`src/logic/wws_defines.svh`:
```
`ifndef WWS_DEFINES_SVH
`define WWS_DEFINES_SVH
`define WWS_CLK_HZ 25000000
`define WWS_TICK_MS 10
`define WWS_TICK_CYCLES (`WWS_CLK_HZ / 1000 * `WWS_TICK_MS)
`define WWS_TICK_W 18
`define WWS_MIN_PRESS_MS 100
`define WWS_LONG_PRESS_MS 600
`define WWS_START_DELAY_MS 300
`define WWS_SPRAY_MS 1000
`define WWS_MIN_PRESS_T (`WWS_MIN_PRESS_MS / `WWS_TICK_MS)
`define WWS_LONG_PRESS_T (`WWS_LONG_PRESS_MS / `WWS_TICK_MS)
`define WWS_START_DELAY_T (`WWS_START_DELAY_MS / `WWS_TICK_MS)
`define WWS_SPRAY_T (`WWS_SPRAY_MS / `WWS_TICK_MS)
`define WWS_T_W 8
`define WWS_EXTRA_WIPES 3
`define WWS_FIRST_WIPES 4
`define WWS_SECOND_WIPES 3
`define WWS_N_W 3
`endif

```
`src/logic/wws_pkg.sv`:
```
package wws_pkg;
  typedef struct packed {
    logic front_wash;
    logic rear_wash;
    logic auto_wash;
    logic intermittent;
    logic auto_int;
    logic rain_wipe;
    logic speed_int;
    logic park;
  } wws_switch_type;
  typedef struct packed {
    logic wiper_relay;
    logic front_washer;
    logic rear_washer;
    logic auto_int_take;
  } wws_drive_type;
  typedef enum logic [4:0] {
    FW_IDLE  = 5'b0_0001,
    FW_PRESS = 5'b0_0010,
    FW_SHORT = 5'b0_0100,
    FW_EXTRA = 5'b0_1000,
    FW_PARK  = 5'b1_0000
  } wws_front_type;
  typedef enum logic [4:0] {
    AS_IDLE   = 5'b0_0001,
    AS_SPRAY1 = 5'b0_0010,
    AS_WIPE1  = 5'b0_0100,
    AS_SPRAY2 = 5'b0_1000,
    AS_WIPE2  = 5'b1_0000
  } wws_auto_type;
endpackage

```
`src/logic/wws_sequencer.sv`:
```
`timescale 1ns/10ps
`default_nettype none
`include "wws_defines.svh"
module wws_sequencer (
  // Clock and reset
  input wire logic sys_clk,
  input wire logic rst,
  // Ignition and switches from pins
  input wire logic ignition_on,
  input wire wws_pkg::wws_switch_type sw_pins,
  // Relay and motor drives
  output var wws_pkg::wws_drive_type drive
);
  // Three-stage synchronisers; change accepted when stages two and three agree
  localparam int NIN = 9;
  logic [NIN-1:0] s1_reg, s2_reg, s3_reg, in_reg;
  logic [NIN-1:0] s1_next, s2_next, s3_next, in_next;
  logic ign;
  wws_pkg::wws_switch_type sw;
  always_comb begin
    s1_next = {ignition_on, sw_pins};
    s2_next = s1_reg;
    s3_next = s2_reg;
    in_next = in_reg;
    for (int i = 0; i < NIN; i++) begin
      if (s2_reg[i] == s3_reg[i]) begin
        in_next[i] = s3_reg[i];
      end
    end
  end
  always_ff @(posedge sys_clk) begin
    if (rst) begin
      s1_reg <= '0;
      s2_reg <= '0;
      s3_reg <= '0;
      in_reg <= '0;
    end else begin
      s1_reg <= s1_next;
      s2_reg <= s2_next;
      s3_reg <= s3_next;
      in_reg <= in_next;
    end
  end
  assign ign = in_reg[NIN-1];
  assign sw = wws_pkg::wws_switch_type'(in_reg[NIN-2:0]);

  // 10 ms time base
  logic [`WWS_TICK_W-1:0] tdiv_reg, tdiv_next;
  logic tick;
  always_comb begin
    tick = (tdiv_reg == `WWS_TICK_W'(`WWS_TICK_CYCLES - 1));
    tdiv_next = tick ? '0 : tdiv_reg + `WWS_TICK_W'(1);
  end
  always_ff @(posedge sys_clk) begin
    if (rst) begin
      tdiv_reg <= '0;
    end else begin
      tdiv_reg <= tdiv_next;
    end
  end

  // Park contact falling edge marks the end of a wipe cycle
  logic park_d_reg, park_d_next, wipe_done;
  always_comb begin
    park_d_next = sw.park;
    wipe_done = park_d_reg & ~sw.park;
  end
  always_ff @(posedge sys_clk) begin
    if (rst) begin
      park_d_reg <= 1'b0;
    end else begin
      park_d_reg <= park_d_next;
    end
  end

  // Front washer and coupled wipe
  wws_pkg::wws_front_type fw_reg, fw_next;
  wws_pkg::wws_auto_type as_reg, as_next;
  logic [`WWS_T_W-1:0] ft_reg, ft_next;
  logic [`WWS_N_W-1:0] fn_reg, fn_next;
  logic frelay_reg, frelay_next, rear_reg, rear_next;
  logic front_busy, auto_busy;
  assign front_busy = (fw_reg != wws_pkg::FW_IDLE);
  assign auto_busy = (as_reg != wws_pkg::AS_IDLE);
  always_comb begin
    fw_next = fw_reg;
    ft_next = ft_reg;
    fn_next = fn_reg;
    frelay_next = frelay_reg;
    if (tick && ft_reg != '1) begin
      ft_next = ft_reg + `WWS_T_W'(1);
    end
    unique case (fw_reg)
      wws_pkg::FW_IDLE: begin
        frelay_next = 1'b0;
        ft_next = '0;
        if (sw.front_wash && !rear_reg && !auto_busy) begin
          fw_next = wws_pkg::FW_PRESS;
        end
      end
      wws_pkg::FW_PRESS: begin
        if (ft_reg >= `WWS_T_W'(`WWS_START_DELAY_T)) begin
          frelay_next = 1'b1;
        end
        if (!sw.front_wash) begin
          if (ft_reg < `WWS_T_W'(`WWS_MIN_PRESS_T)) begin
            fw_next = frelay_reg ? wws_pkg::FW_PARK : wws_pkg::FW_IDLE;
          end else if (ft_reg < `WWS_T_W'(`WWS_LONG_PRESS_T)) begin
            fw_next = wws_pkg::FW_SHORT;
          end else begin
            fw_next = wws_pkg::FW_EXTRA;
            fn_next = '0;
            frelay_next = 1'b1;
          end
        end
      end
      wws_pkg::FW_SHORT: begin
        if (ft_reg >= `WWS_T_W'(`WWS_START_DELAY_T)) begin
          frelay_next = 1'b1;
          fw_next = wws_pkg::FW_PARK;
        end
      end
      wws_pkg::FW_EXTRA: begin
        if (wipe_done) begin
          fn_next = fn_reg + `WWS_N_W'(1);
          if (fn_reg == `WWS_N_W'(`WWS_EXTRA_WIPES - 1)) begin
            frelay_next = 1'b0;
            fw_next = wws_pkg::FW_IDLE;
          end
        end
      end
      wws_pkg::FW_PARK: begin
        if (wipe_done) begin
          frelay_next = 1'b0;
          fw_next = wws_pkg::FW_IDLE;
        end
      end
    endcase
    if (!ign) begin
      fw_next = wws_pkg::FW_IDLE;
      frelay_next = 1'b0;
    end
  end

  // Auto spray-and-wipe sequence
  logic [`WWS_T_W-1:0] at_reg, at_next;
  logic [`WWS_N_W-1:0] an_reg, an_next;
  logic take_reg, take_next, auto_ok;
  always_comb begin
    as_next = as_reg;
    at_next = at_reg;
    an_next = an_reg;
    take_next = take_reg & sw.auto_int;
    // Auto request gated by every mode that overrides it
    auto_ok = sw.auto_wash && !sw.intermittent && !front_busy && !rear_reg
      && !sw.rain_wipe && !sw.speed_int && !sw.auto_int
      && (fw_next == wws_pkg::FW_IDLE); // Front wins a same-cycle tie
    if (tick) begin
      at_next = at_reg + `WWS_T_W'(1);
    end
    unique case (as_reg)
      wws_pkg::AS_IDLE: begin
        at_next = '0;
        an_next = '0;
        if (auto_ok) begin // Only looked at while idle
          as_next = wws_pkg::AS_SPRAY1;
        end
      end
      wws_pkg::AS_SPRAY1: begin
        if (at_reg == `WWS_T_W'(`WWS_SPRAY_T)) begin
          as_next = wws_pkg::AS_WIPE1;
        end
      end
      wws_pkg::AS_WIPE1: begin
        at_next = '0;
        if (wipe_done) begin
          an_next = an_reg + `WWS_N_W'(1);
          if (an_reg == `WWS_N_W'(`WWS_FIRST_WIPES - 1)) begin
            as_next = wws_pkg::AS_SPRAY2;
            an_next = '0;
          end
        end
      end
      wws_pkg::AS_SPRAY2: begin
        if (at_reg == `WWS_T_W'(`WWS_SPRAY_T)) begin
          as_next = wws_pkg::AS_WIPE2;
        end
      end
      wws_pkg::AS_WIPE2: begin
        if (wipe_done) begin
          an_next = an_reg + `WWS_N_W'(1);
          if (an_reg == `WWS_N_W'(`WWS_SECOND_WIPES - 1)) begin
            as_next = wws_pkg::AS_IDLE;
          end
        end
      end
    endcase
    // Auto intermittent during a run aborts the sequence and takes over
    if (auto_busy && sw.auto_int) begin
      as_next = wws_pkg::AS_IDLE;
      take_next = 1'b1;
    end
    if (!ign) begin
      as_next = wws_pkg::AS_IDLE;
      take_next = 1'b0;
    end
  end

  // Rear washer follows its switch unless front or auto washing is active
  always_comb begin
    rear_next = ign && sw.rear_wash && !front_busy && !auto_busy
      && (fw_next == wws_pkg::FW_IDLE) && (as_next == wws_pkg::AS_IDLE);
  end

  always_ff @(posedge sys_clk) begin
    if (rst) begin
      fw_reg <= wws_pkg::FW_IDLE;
      ft_reg <= '0;
      fn_reg <= '0;
      frelay_reg <= 1'b0;
      as_reg <= wws_pkg::AS_IDLE;
      at_reg <= '0;
      an_reg <= '0;
      take_reg <= 1'b0;
      rear_reg <= 1'b0;
    end else begin
      fw_reg <= fw_next;
      ft_reg <= ft_next;
      fn_reg <= fn_next;
      frelay_reg <= frelay_next;
      as_reg <= as_next;
      at_reg <= at_next;
      an_reg <= an_next;
      take_reg <= take_next;
      rear_reg <= rear_next;
    end
  end

  // Output drive; washer motor runs while the front switch is held in FW_PRESS
  wws_pkg::wws_drive_type drive_next;
  always_comb begin
    drive_next.wiper_relay = frelay_reg
      | (as_reg == wws_pkg::AS_WIPE1) | (as_reg == wws_pkg::AS_WIPE2);
    drive_next.front_washer = ((fw_reg == wws_pkg::FW_PRESS) & sw.front_wash)
      | (as_reg == wws_pkg::AS_SPRAY1) | (as_reg == wws_pkg::AS_SPRAY2);
    drive_next.rear_washer = rear_reg;
    drive_next.auto_int_take = take_reg;
    if (!ign) begin
      drive_next = '0;
    end
  end
  always_ff @(posedge sys_clk) begin
    if (rst) begin
      drive <= '0;
    end else begin
      drive <= drive_next;
    end
  end

  rear_exclusive_a: assert property (@(posedge sys_clk) disable iff (rst)
    drive.rear_washer |-> !front_busy && !auto_busy)
    else $error("rear washer active during front or auto washing");
  rear_follows_a: assert property (@(posedge sys_clk) disable iff (rst)
    (ign && sw.rear_wash && !front_busy && !auto_busy && fw_next == wws_pkg::FW_IDLE
      && as_next == wws_pkg::AS_IDLE) |-> ##1 rear_reg
      ##1 (drive.rear_washer || !$past(ign)))
    else $error("rear washer did not follow switch");
  ign_off_a: assert property (@(posedge sys_clk) disable iff (rst)
    !ign |-> ##1 (fw_reg == wws_pkg::FW_IDLE && as_reg == wws_pkg::AS_IDLE)
      ##1 (drive == '0))
    else $error("outputs not cleared with ignition off");
  front_block_a: assert property (@(posedge sys_clk) disable iff (rst)
    (fw_reg == wws_pkg::FW_IDLE && (auto_busy || rear_reg)) |-> ##1
      fw_reg == wws_pkg::FW_IDLE)
    else $error("front washer accepted while blocked");
  auto_no_front_a: assert property (@(posedge sys_clk) disable iff (rst)
    (as_reg == wws_pkg::AS_IDLE && front_busy) |-> ##1 as_reg == wws_pkg::AS_IDLE)
    else $error("auto sequence started during front washing");
  auto_no_rain_a: assert property (@(posedge sys_clk) disable iff (rst)
    (as_reg == wws_pkg::AS_IDLE && (sw.rain_wipe || sw.speed_int)) |-> ##1
      as_reg == wws_pkg::AS_IDLE)
    else $error("auto sequence started during rain or speed wiping");
  abort_take_a: assert property (@(posedge sys_clk) disable iff (rst)
    (auto_busy && sw.auto_int && ign) |-> ##1 (as_reg == wws_pkg::AS_IDLE && take_reg)
      ##1 (drive.auto_int_take || !$past(ign)))
    else $error("auto intermittent did not abort sequence");
  relay_delay_a: assert property (@(posedge sys_clk) disable iff (rst)
    ($rose(frelay_reg) && fw_reg != wws_pkg::FW_EXTRA) |->
      ft_reg >= `WWS_T_W'(`WWS_START_DELAY_T))
    else $error("wiper relay before start delay");
  extra_three_a: assert property (@(posedge sys_clk) disable iff (rst)
    (fw_reg == wws_pkg::FW_EXTRA) |-> fn_reg < `WWS_N_W'(`WWS_EXTRA_WIPES))
    else $error("too many extra wipes");
  spray_len_a: assert property (@(posedge sys_clk) disable iff (rst)
    $rose(as_reg == wws_pkg::AS_WIPE1) |-> $past(at_reg) == `WWS_T_W'(`WWS_SPRAY_T))
    else $error("first spray not one second");

  short_c: cover property (@(posedge sys_clk) disable iff (rst)
    fw_reg == wws_pkg::FW_SHORT);
  long_c: cover property (@(posedge sys_clk) disable iff (rst)
    fw_reg == wws_pkg::FW_EXTRA ##1 fw_reg == wws_pkg::FW_IDLE);
  auto_done_c: cover property (@(posedge sys_clk) disable iff (rst)
    as_reg == wws_pkg::AS_WIPE2 ##1 as_reg == wws_pkg::AS_IDLE);
  rear_c: cover property (@(posedge sys_clk) disable iff (rst) drive.rear_washer);
endmodule
`default_nettype wire

```
`config.mk`:
```
export PLATFORM = sky130hd
export DESIGN_NAME = wws_sequencer
export DESIGN_NICKNAME = d
export VERILOG_FILES = /design/src/logic/wws_pkg.sv /design/src/logic/wws_sequencer.sv
export VERILOG_INCLUDE_DIRS = /design/src /design/src/logic
export SDC_FILE = /design/constraint.sdc
export NUM_CORES = 1
export LEC_CHECK = 0
export BUFFER_PORTS_ARGS = -buffer_cell sky130_fd_sc_hd__buf_4
export CORE_MARGIN = 3
export CORE_UTILIZATION = 38
export CTS_CLUSTER_SIZE = 40
export DETAILED_ROUTE_END_ITERATION = 8
export GPL_TIMING_DRIVEN = 0
export MAX_ROUTING_LAYER = met4
export SKIP_CTS_REPAIR_TIMING = 1
export SYNTH_ARGS = -nofsm -noshare
export SYNTH_HDL_FRONTEND = slang
export SYNTH_SLANG_ARGS = --single-unit
export TNS_END_PERCENT = 5
```
`constraint.sdc`:
```
create_clock -name sys_clk -period 2.1 [get_ports sys_clk]
set_input_delay 0.21 -clock sys_clk [delete_from_list [all_inputs] [get_ports sys_clk]]
set_output_delay 0.21 -clock sys_clk [all_outputs]
set_load 0.1 [all_outputs]
```
# ---- After elaboration in Yosys (flattened, before gate mapping)
# Cells that the tools add are included.
dict set report totals {
  regBits 94
  wordCells 152
  out_inout_bits 4
  in_bits 11
}
dict set report op_classes {
  n_reduce_logical 32
  n_eq_ne 37
  add_sub_neg 5
  n_lt_le_gt_ge 3
  n_mux 39
  bitwise 9
}
# operator count
set ops {}
lappend ops {{2-to-1 mux 5 bit} 18}
lappend ops {{one-hot mux 5 bit (5 select lines)} 2}
lappend ops {{2-to-1 mux 3 bit} 7}
lappend ops {{== test 5 x 1 -> 1 bit (second input constant)} 4}
lappend ops {{adder 18 x 1 -> 18 bit (second input constant)} 1}
lappend ops {{== test 18 bit (second input constant)} 1}
lappend ops {{adder 8 x 1 -> 8 bit (second input constant)} 2}
lappend ops {{logical AND 1 bit} 16}
lappend ops {{!= test 2 bit (second input constant)} 8}
lappend ops {{== test 5 x 2 -> 1 bit (second input constant)} 2}
lappend ops {{== test 5 x 3 -> 1 bit (second input constant)} 2}
lappend ops {{== test 5 x 4 -> 1 bit (second input constant)} 2}
lappend ops {{== test 5 bit (second input constant)} 2}
lappend ops {{!= test 5 x 1 -> 1 bit (second input constant)} 2}
lappend ops {{== test 1 bit} 9}
lappend ops {{== test 3 x 2 -> 1 bit (second input constant)} 3}
lappend ops {{one-hot mux 3 bit (3 select lines)} 1}
lappend ops {{== test 8 x 7 -> 1 bit (second input constant)} 1}
lappend ops {{>= comparator 8 x 5 -> 1 bit (second input constant)} 1}
lappend ops {{less-than comparator 8 x 4 -> 1 bit (second input constant)} 1}
lappend ops {{less-than comparator 8 x 6 -> 1 bit (second input constant)} 1}
lappend ops {{2-to-1 mux 1 bit} 8}
lappend ops {{!= test 8 bit (second input constant)} 1}
lappend ops {{logical NOT 1 bit} 7}
lappend ops {{other kinds (13)} 23}

# ---- Depth between registers and ports, before layout
# Gate-level depths: netlist of run 1.
dict set report logic_depth {
  word_depth 14
  depth_mapped 8
  ltp_nobuf 7
}

# ---- Worst setup path after synthesis of run 1
# OpenSTA, ideal clock, no wires.
dict set report synth_path {
  path_type {register to register}
  start {register as_reg[4]}
  end {register as_reg[1]}
  t_arrival_ns 1.470
  path_stages_with_launch 7
  n_path_buf 1
  t_required_ns 1.981
  synth_period_minus_slack_ns 1.589
  slack_ns 0.511
  cell_sequence {dfxtp_1 > buf_2 > nor4_2 > nand2_2 > nor3b_2 > a21oi_2 > o221a_1}
}
dict set report synth_between {
  elab_chain_cells 12
}
# element line_no
set synth_rtl {}
lappend synth_rtl {{start: declaration} wws_sequencer.sv:78} ;# wws_pkg::wws_auto_type as_reg, as_next;
lappend synth_rtl {{start signal: assignment} wws_sequencer.sv:221} ;# as_reg <= wws_pkg::AS_IDLE;
lappend synth_rtl {{start signal: assignment} wws_sequencer.sv:231} ;# as_reg <= as_next;
lappend synth_rtl {{!= test 5 x 1 -> 1 bit} wws_sequencer.sv:84} ;# assign auto_busy = (as_reg != wws_pkg::AS_IDLE);
lappend synth_rtl {{logical NOT 1 bit} wws_sequencer.sv:97} ;# if (sw.front_wash && !rear_reg && !auto_busy) begin
lappend synth_rtl {{logical AND 1 bit} wws_sequencer.sv:97}
lappend synth_rtl {{2-to-1 mux 5 bit} wws_sequencer.sv:97}
lappend synth_rtl {{one-hot mux 5 bit (5 select lines)} wws_sequencer.sv:93} ;# unique case (fw_reg)
lappend synth_rtl {{2-to-1 mux 5 bit} wws_sequencer.sv:139} ;# if (!ign) begin
lappend synth_rtl {{== test 5 x 1 -> 1 bit} wws_sequencer.sv:157} ;# && (fw_next == wws_pkg::FW_IDLE);
lappend synth_rtl {{logical AND 1 bit} wws_sequencer.sv:157}
lappend synth_rtl {{2-to-1 mux 5 bit} wws_sequencer.sv:165} ;# if (auto_ok) begin
lappend synth_rtl {{one-hot mux 5 bit (5 select lines)} wws_sequencer.sv:161} ;# unique case (as_reg)
lappend synth_rtl {{2-to-1 mux 5 bit (*)} wws_sequencer.sv:199} ;# if (auto_busy && sw.auto_int) begin
lappend synth_rtl {{2-to-1 mux 5 bit (*)} wws_sequencer.sv:203} ;# if (!ign) begin
# Mark *: on every way between the ends. The rest lies on a longest branch, timed or not.
# A chain may end at the register's enable or synchronous reset.

# ---- Final worst setup path of run 1
dict set report layout_path {
  start {register tdiv_reg[0]}
  end {register tdiv_reg[10]}
}
dict set report layout_between {
  elab_chain_cells 2
}
# element line_no
set layout_rtl {}
lappend layout_rtl {{start: declaration} wws_sequencer.sv:48} ;# logic [`WWS_TICK_W-1:0] tdiv_reg, tdiv_next;
lappend layout_rtl {{start signal: assignment} wws_sequencer.sv:58} ;# tdiv_reg <= tdiv_next;
lappend layout_rtl {{branches (longest 2 deep; another with adder 18 x 1 -> 18 bit)} -}
# Several ways; the timed one is not identified.

==> summary.md, run 1 <==
Timing
- **highest attainable clock frequency** 529 MHz
- **final number of max-transition violations** 0
- **setup slack of the critical path after layout** 0.210 ns
- **hold violation count in the final report** 0
- **Post-Route Skew** 0.0112 ns
- **Worst Hold Slack** 0.0355 ns
- **setup violation total in the final timing report** 0
- **RSZ-0062 raised after global routing** false
- **remaining max-slew budget at the tightest pin** 57.8%
- **total negative slack** 0 ns
- **fin crit share** 90.0%
- **transition time at the pin with the least slew margin** 0.628 ns
- **time the worst path needs with I/O delays and setup** 1.89 ns

Final layout
- **final non-filler cell total** 639
- **number of inserted filler cells in the final layout** 1063
- **Inserted Diodes** 0
- **growth of design area from synthesis to finish** 11.7%
- **number of nets in the layout** 519
- **max reg flops** 18
- **share of layout cells above drive strength 1** 9.94%

Placed design
- **number of cells after detailed placement** 623
- **input/output buffers** 14
- **Final GP Congestion** 0.887
- **post-place setup slack** 0.202 ns
- **post-detail-place hpwl** 5820 um

Clock tree
- **clk slew on worst S/H paths** 0.11 ns
- **CTS sink cnt** 94
- **clk root buf** sky130_fd_sc_hd__clkbuf_8
- **maximum buffer depth of the clock tree** 2
- **TritonCTS clock tree** done
- **clock buffer count from CTS** 9
- **# H-tree levels** 3
- **clock network latency to the later pin of the worst-skew pair** 0.37 ns

Global routing
- **first-pass GRT wire length** 13900 um
- **global route total overflow** 0
- **initial antenna violation count** 0
- **largest net degree at the start of global routing** 21
- **GRT Resource Usage Total** 14.7%
- **routing usage on met1** 19.4%
- **routing layer with the top usage in global route** met2
- **GR Layer Usage met3** 3.09%
- **number of global-route vias before repair** 3038
- **global routing met2 resource utilization** 22.2%

Floorplanning
- **Die X-Extent** 110 um
- **vertical extent of the die** 110 um
- **row cnt** 37
- **floorplan die area** 0.0122 mm2
- **Initial Util** 39.5%
- **Floorplan Core Area** 0.0105 mm2
- **number of top-level design ports** 15

Detailed routing
- **residual DRC count** 0
- **routed length per instance** 12.7 um
- **overall via count from detail_route** 3263
- **count of nets left with antenna violations after detail routing** 0
- **violation count after the first detailed-route iteration** 128
- **Avg Vias per Cell** 5.11
- **aggregate routed wire length** 8090 um
- **length of the first detailed-routing pass in iterations** 4

Yosys
- **most area-consuming cells after synthesis** sky130_fd_sc_hd__dfxtp_1 (46%), sky130_fd_sc_hd__nor2b_1 (5.3%), sky130_fd_sc_hd__nor2_1 (4.1%)
- **most frequent cell after synthesis** sky130_fd_sc_hd__dfxtp_1
- **fraction of synthesis flops using an asynchronous set or reset pin** 0%
- **number of synthesized flops with an enable pin** 0
- **Post-Syn Instances** 473
- **post-synthesis average cell area** 8.73 um2
- **most used flip-flop cell after synthesis** sky130_fd_sc_hd__dfxtp_1
- **Synthesis Warnings** 0
- **Yosys cell types** 55
- **area share of the largest cell type after synthesis** 45.5%
- **largest area contributor in the synthesized netlist** sky130_fd_sc_hd__dfxtp_1
- **sequential share of the synthesized area** 45.5%
- **top post-synthesis cells by count** sky130_fd_sc_hd__dfxtp_1 (94), sky130_fd_sc_hd__nor2_1 (45), sky130_fd_sc_hd__nand2_1 (36)
- **post-synthesis net count** 494
- **Syn Std Cell Area** 0.00413 mm2
- **number of synthesized register bits** 94

Worst setup path
- **cell chain of the critical path** ha_1 > nand3_1 > nor3_4 > nand2_1 > nand2b_1 > buf_2 > buf_4 > nor2_1
- **largest fanout on the critical path** 10
- **largest delay contributor family on the critical path** simple AND/OR/NAND/NOR gates
- **type of element launching the critical path** flop
- **CP peak stage delay** 0.37 ns
- **slowest CP cell** sky130_fd_sc_hd__dfxtp_1
- **critical setup path kind** reg2reg
- **kind of end point of the critical path** flop
- **data arrival time of the critical path** 2.16 ns
- **CP Data Required Time** 2.37 ns
- **WP buf/inv** 2

Job
- **max capacitance violation total** 0

Outcome
- **status** finished clean

Hold path
- **Tightest Hold Check Type** in2reg

Power
- **Peak supply drop** 0.375 mV
- **Pwr per Cell Area** 675 mW/mm2
- **PnR Total Power** 0.00312 W
- **Pleak** 1.66 nW

[cell type report]
class	count	area, um2	share of cell area, %
tap	136	170	3.69
buffer	22	101	2.20
sequential	94	1880	40.8
timing repair buffer	14	105	2.28
clock buffer	9	124	2.68
multi-input combinational	339	2080	45.1
clock inverter	7	83.8	1.82
inverter	18	67.6	1.46
[path summary, 6_finish.rpt]
check        slack (ns)   startpoint  cells after the start            to
min reg2reg        0.44    s1_reg[8]                      1     s2_reg[8]
max reg2reg        0.21  tdiv_reg[0]                      8  tdiv_reg[10]
max                0.21  tdiv_reg[0]                      8  tdiv_reg[10]
min                0.04   sw_pins[1]                      2     s1_reg[1]
[power by group]
group / switching (W) / total, W / internal, W
registers: 0.0000111 / 0.00182 / 0.00181
logic: 0.0000334 / 0.0000668 / 0.0000334
clock network: 0.000748 / 0.00123 / 0.000482
total: 0.000793 / 0.00312 / 0.00232
[routing by layer]
| metal | vias to the layer above | wire, um |
|---|---|---|
| li1 | 1703 | - |
| met4 | 0 | 161 |
| met5 | - | 0 |
| met1 | 1492 | 4120 |
| met3 | 10 | 283 |
| met2 | 58 | 3520 |
[stage by stage]
step                      instance area, um2  util, %
final                                   4610     44.1
after global routing                    4610     44.1
after CTS                               4610     44.1
after detailed placement                4410     42.1
after global placement                  4410     42.1
after floorplan                         4130        -
[worst register-to-register path: cells and delay by family (launching register included)]
family,cells,cell delay (ns)
flops,1,0.37
fa+ha+maj,1,0.23
simple gates,5,0.79
buf+inv,2,0.42
[layout by cell type, fill, tap and decap left out, types with 4 or more instances in the layout]
cell type                  Yosys  final
sky130_fd_sc_hd__nand2_1      36     36
sky130_fd_sc_hd__o21ai_0      23     23
sky130_fd_sc_hd__nor2_1       45     45
sky130_fd_sc_hd__nor3_1       14     14
sky130_fd_sc_hd__dfxtp_1      94     94
sky130_fd_sc_hd__inv_1        18     18
sky130_fd_sc_hd__xnor2_1      15     15
sky130_fd_sc_hd__clkbuf_8      0      9
sky130_fd_sc_hd__or3_1        10     10
sky130_fd_sc_hd__nand3_1      24     24
sky130_fd_sc_hd__nand4_1      14     14
sky130_fd_sc_hd__clkbuf_1     12     12
sky130_fd_sc_hd__a31oi_1       8      8
sky130_fd_sc_hd__a21oi_1      24     24
sky130_fd_sc_hd__nand2b_1      4      4
sky130_fd_sc_hd__buf_4         1     15
sky130_fd_sc_hd__nor2b_1      35     35
sky130_fd_sc_hd__nand3b_1      4      4
sky130_fd_sc_hd__o22ai_1       4      4
sky130_fd_sc_hd__xor2_1       11     11
sky130_fd_sc_hd__buf_2         6      6
sky130_fd_sc_hd__ha_1         10     10
sky130_fd_sc_hd__o211ai_1      4      4
[cells by family after synthesis]
| logic type | count (synthesis) | synth area share [%] |
|---|---|---|
| AND/OR/NAND/NOR | 216 | 28.6 |
| flip-flops | 94 | 45.5 |
| AO/OA/AOI/OAI | 85 | 12.7 |
| buffers and inverters | 40 | 4.09 |
| XOR/XNOR | 26 | 5.51 |
| adder cells (fa/ha/maj) | 10 | 3.03 |
| multiplexers | 2 | 0.485 |
Note: power is estimated with default switching activity, not from simulation.
==> run 2: changes to the inputs <==
- CTS_BUF_LIST: unset -> sky130_fd_sc_hd__clkbuf_8 sky130_fd_sc_hd__clkbuf_16
- RECOVER_POWER: unset -> 100
==> summary.md, run 2 (synthesized netlist as in run 1, its figures left out) <==
Outcome
- **status** finished clean

Timing
- **final number of max-transition violations** 0
- **fin crit share** 90.1%
- **highest attainable clock frequency** 528 MHz
- **Post-Route Skew** 0.0123 ns
- **transition time at the pin with the least slew margin** 1.16 ns
- **remaining max-slew budget at the tightest pin** 22.8%
- **total negative slack** 0 ns
- **time the worst path needs with I/O delays and setup** 1.89 ns
- **setup violation total in the final timing report** 0
- **RSZ-0062 raised after global routing** false
- **hold violation count in the final report** 0

Floorplanning
- **number of top-level design ports** 15
- **row cnt** 37
- **Die X-Extent** 110 um
- **vertical extent of the die** 110 um
- **Initial Util** 39.5%
- **floorplan die area** 0.0122 mm2
- **Floorplan Core Area** 0.0105 mm2

Placed design
- **input/output buffers** 14
- **Final GP Congestion** 0.887
- **dpl cell area** 0.00441 mm2
- **post-detail-place hpwl** 5820 um
- **number of cells after detailed placement** 623

Final layout
- **post-route cell area** 0.00459 mm2
- **final non-filler cell total** 639
- **Inserted Diodes** 0
- **max reg flops** 18
- **growth of design area from synthesis to finish** 11.1%
- **Final Core Density** 43.9%
- **number of nets in the layout** 519
- **leading cell types in the layout, fill and taps excluded** sky130_fd_sc_hd__dfxtp_1 (94), sky130_fd_sc_hd__nor2_1 (45), sky130_fd_sc_hd__nand2_1 (37), sky130_fd_sc_hd__nor2b_1 (35)
- **share of layout cells above drive strength 1** 8.95%
- **leading cell type in the layout, fill and taps excluded** sky130_fd_sc_hd__dfxtp_1

Job
- **max capacitance violation total** 0

Global routing
- **number of global-route vias before repair** 3038
- **largest net degree at the start of global routing** 21
- **initial antenna violation count** 0
- **GRT Resource Usage Total** 14.7%
- **global route total overflow** 0
- **first-pass GRT wire length** 13900 um

Power
- **Int Power** 0.00232 W
- **Pleak** 1.64 nW
- **fraction of power consumed by the clock network** 39.5%
- **power share of the sequential group** 58.4%
- **Peak supply drop** 0.378 mV
- **switch share** 25.5%
- **reported net switching power** 0.000794 W
- **portion of total power attributed to combinational logic** 2.1%
- **Pwr per Cell Area** 679 mW/mm2
- **PnR Total Power** 0.00312 W

Worst setup path
- **data arrival time of the critical path** 2.17 ns
- **CP Data Required Time** 2.38 ns
- **type of element launching the critical path** flop
- **critical setup path kind** reg2reg
- **kind of end point of the critical path** flop
- **largest fanout on the critical path** 9

Clock tree
- **clk root buf** sky130_fd_sc_hd__clkbuf_8
- **CTS sink cnt** 94
- **# H-tree levels** 3
- **TritonCTS clock tree** done
- **clock network latency to the later pin of the worst-skew pair** 0.37 ns
- **clk slew on worst S/H paths** 0.11 ns
- **clock buffer count from CTS** 9
- **maximum buffer depth of the clock tree** 2

Detailed routing
- **routed length per instance** 12.7 um
- **violation count after the first detailed-route iteration** 144
- **Avg Vias per Cell** 5.09
- **count of nets left with antenna violations after detail routing** 0
- **aggregate routed wire length** 8100 um
- **length of the first detailed-routing pass in iterations** 5
- **residual DRC count** 0
- **overall via count from detail_route** 3254

Hold path
- **Tightest Hold Check Type** in2reg

-- run 2: stage by stage --
step | setup WS, ns | hold WS (ns)
5_1_grt | 0.0283 | 0.0293
3_5_place_dp | 0.202 | 0.422
4_1_cts | 0.191 | 0.0276
6_report | 0.208 | 0.0370
3_3_place_gp | 0.208 | 0.419
2_1_floorplan | 0.511 | 0.338
-- run 2: power by group through the flow --
| stage | clock [W] | combinational [W] | sequential [W] |
|---|---|---|---|
| 6_report | 0.00123 | 0.0000658 | 0.00182 |
| 5_1_grt | 0.00133 | 0.0000746 | 0.00182 |
| 4_1_cts | 0.00126 | 0.0000684 | 0.00182 |
| 3_5_place_dp | 0 | 0.0000681 | 0.00186 |
| 3_3_place_gp | 0 | 0.0000671 | 0.00186 |
| 2_1_floorplan | 0 | 0.0000416 | 0.00186 |
-- run 2: worst paths after layout --
check / startpoint / endpoint / slack (ns) / cells past startpoint
setup / recovery: as_reg[4] / as_reg[1] / 0.21 / 6
hold / removal: sw_pins[1] / s1_reg[1] / 0.04 / 2
setup reg to reg: as_reg[4] / as_reg[1] / 0.21 / 6
hold reg to reg: s1_reg[8] / s2_reg[8] / 0.44 / 1
-- run 2: per-layer routing --
layer | GRT usage [%] | share of wire (%) | up-vias
met1 | 19.4 | 51 | 1482
met3 | 3.09 | 3.9 | 9
met5 | - | 0 | -
li1 | - | - | 1702
met2 | 22.2 | 43 | 61
met4 | 5.28 | 1.8 | 0
-- run 2: layout make-up --
class / instances / area [um2]
Fill cell: 1069 / 5870
Multi-Input combinational cell: 339 / 2070
Sequential cell: 94 / 1880
Tap cell: 136 / 170
Clock buffer: 9 / 124
Buffer: 22 / 101
Timing Repair Buffer: 14 / 88.8
Clock inverter: 7 / 83.8
Inverter: 18 / 67.6
-- run 2: critical path, cell delays in order (launching register included) --
cell and delay (ns):
sky130_fd_sc_hd__dfxtp_1 0.31, sky130_fd_sc_hd__buf_2 0.17, sky130_fd_sc_hd__nor4_2 0.34, sky130_fd_sc_hd__nand2_1 0.29, sky130_fd_sc_hd__nor3b_2 0.30, sky130_fd_sc_hd__a21oi_2 0.14, sky130_fd_sc_hd__o221a_1 0.25
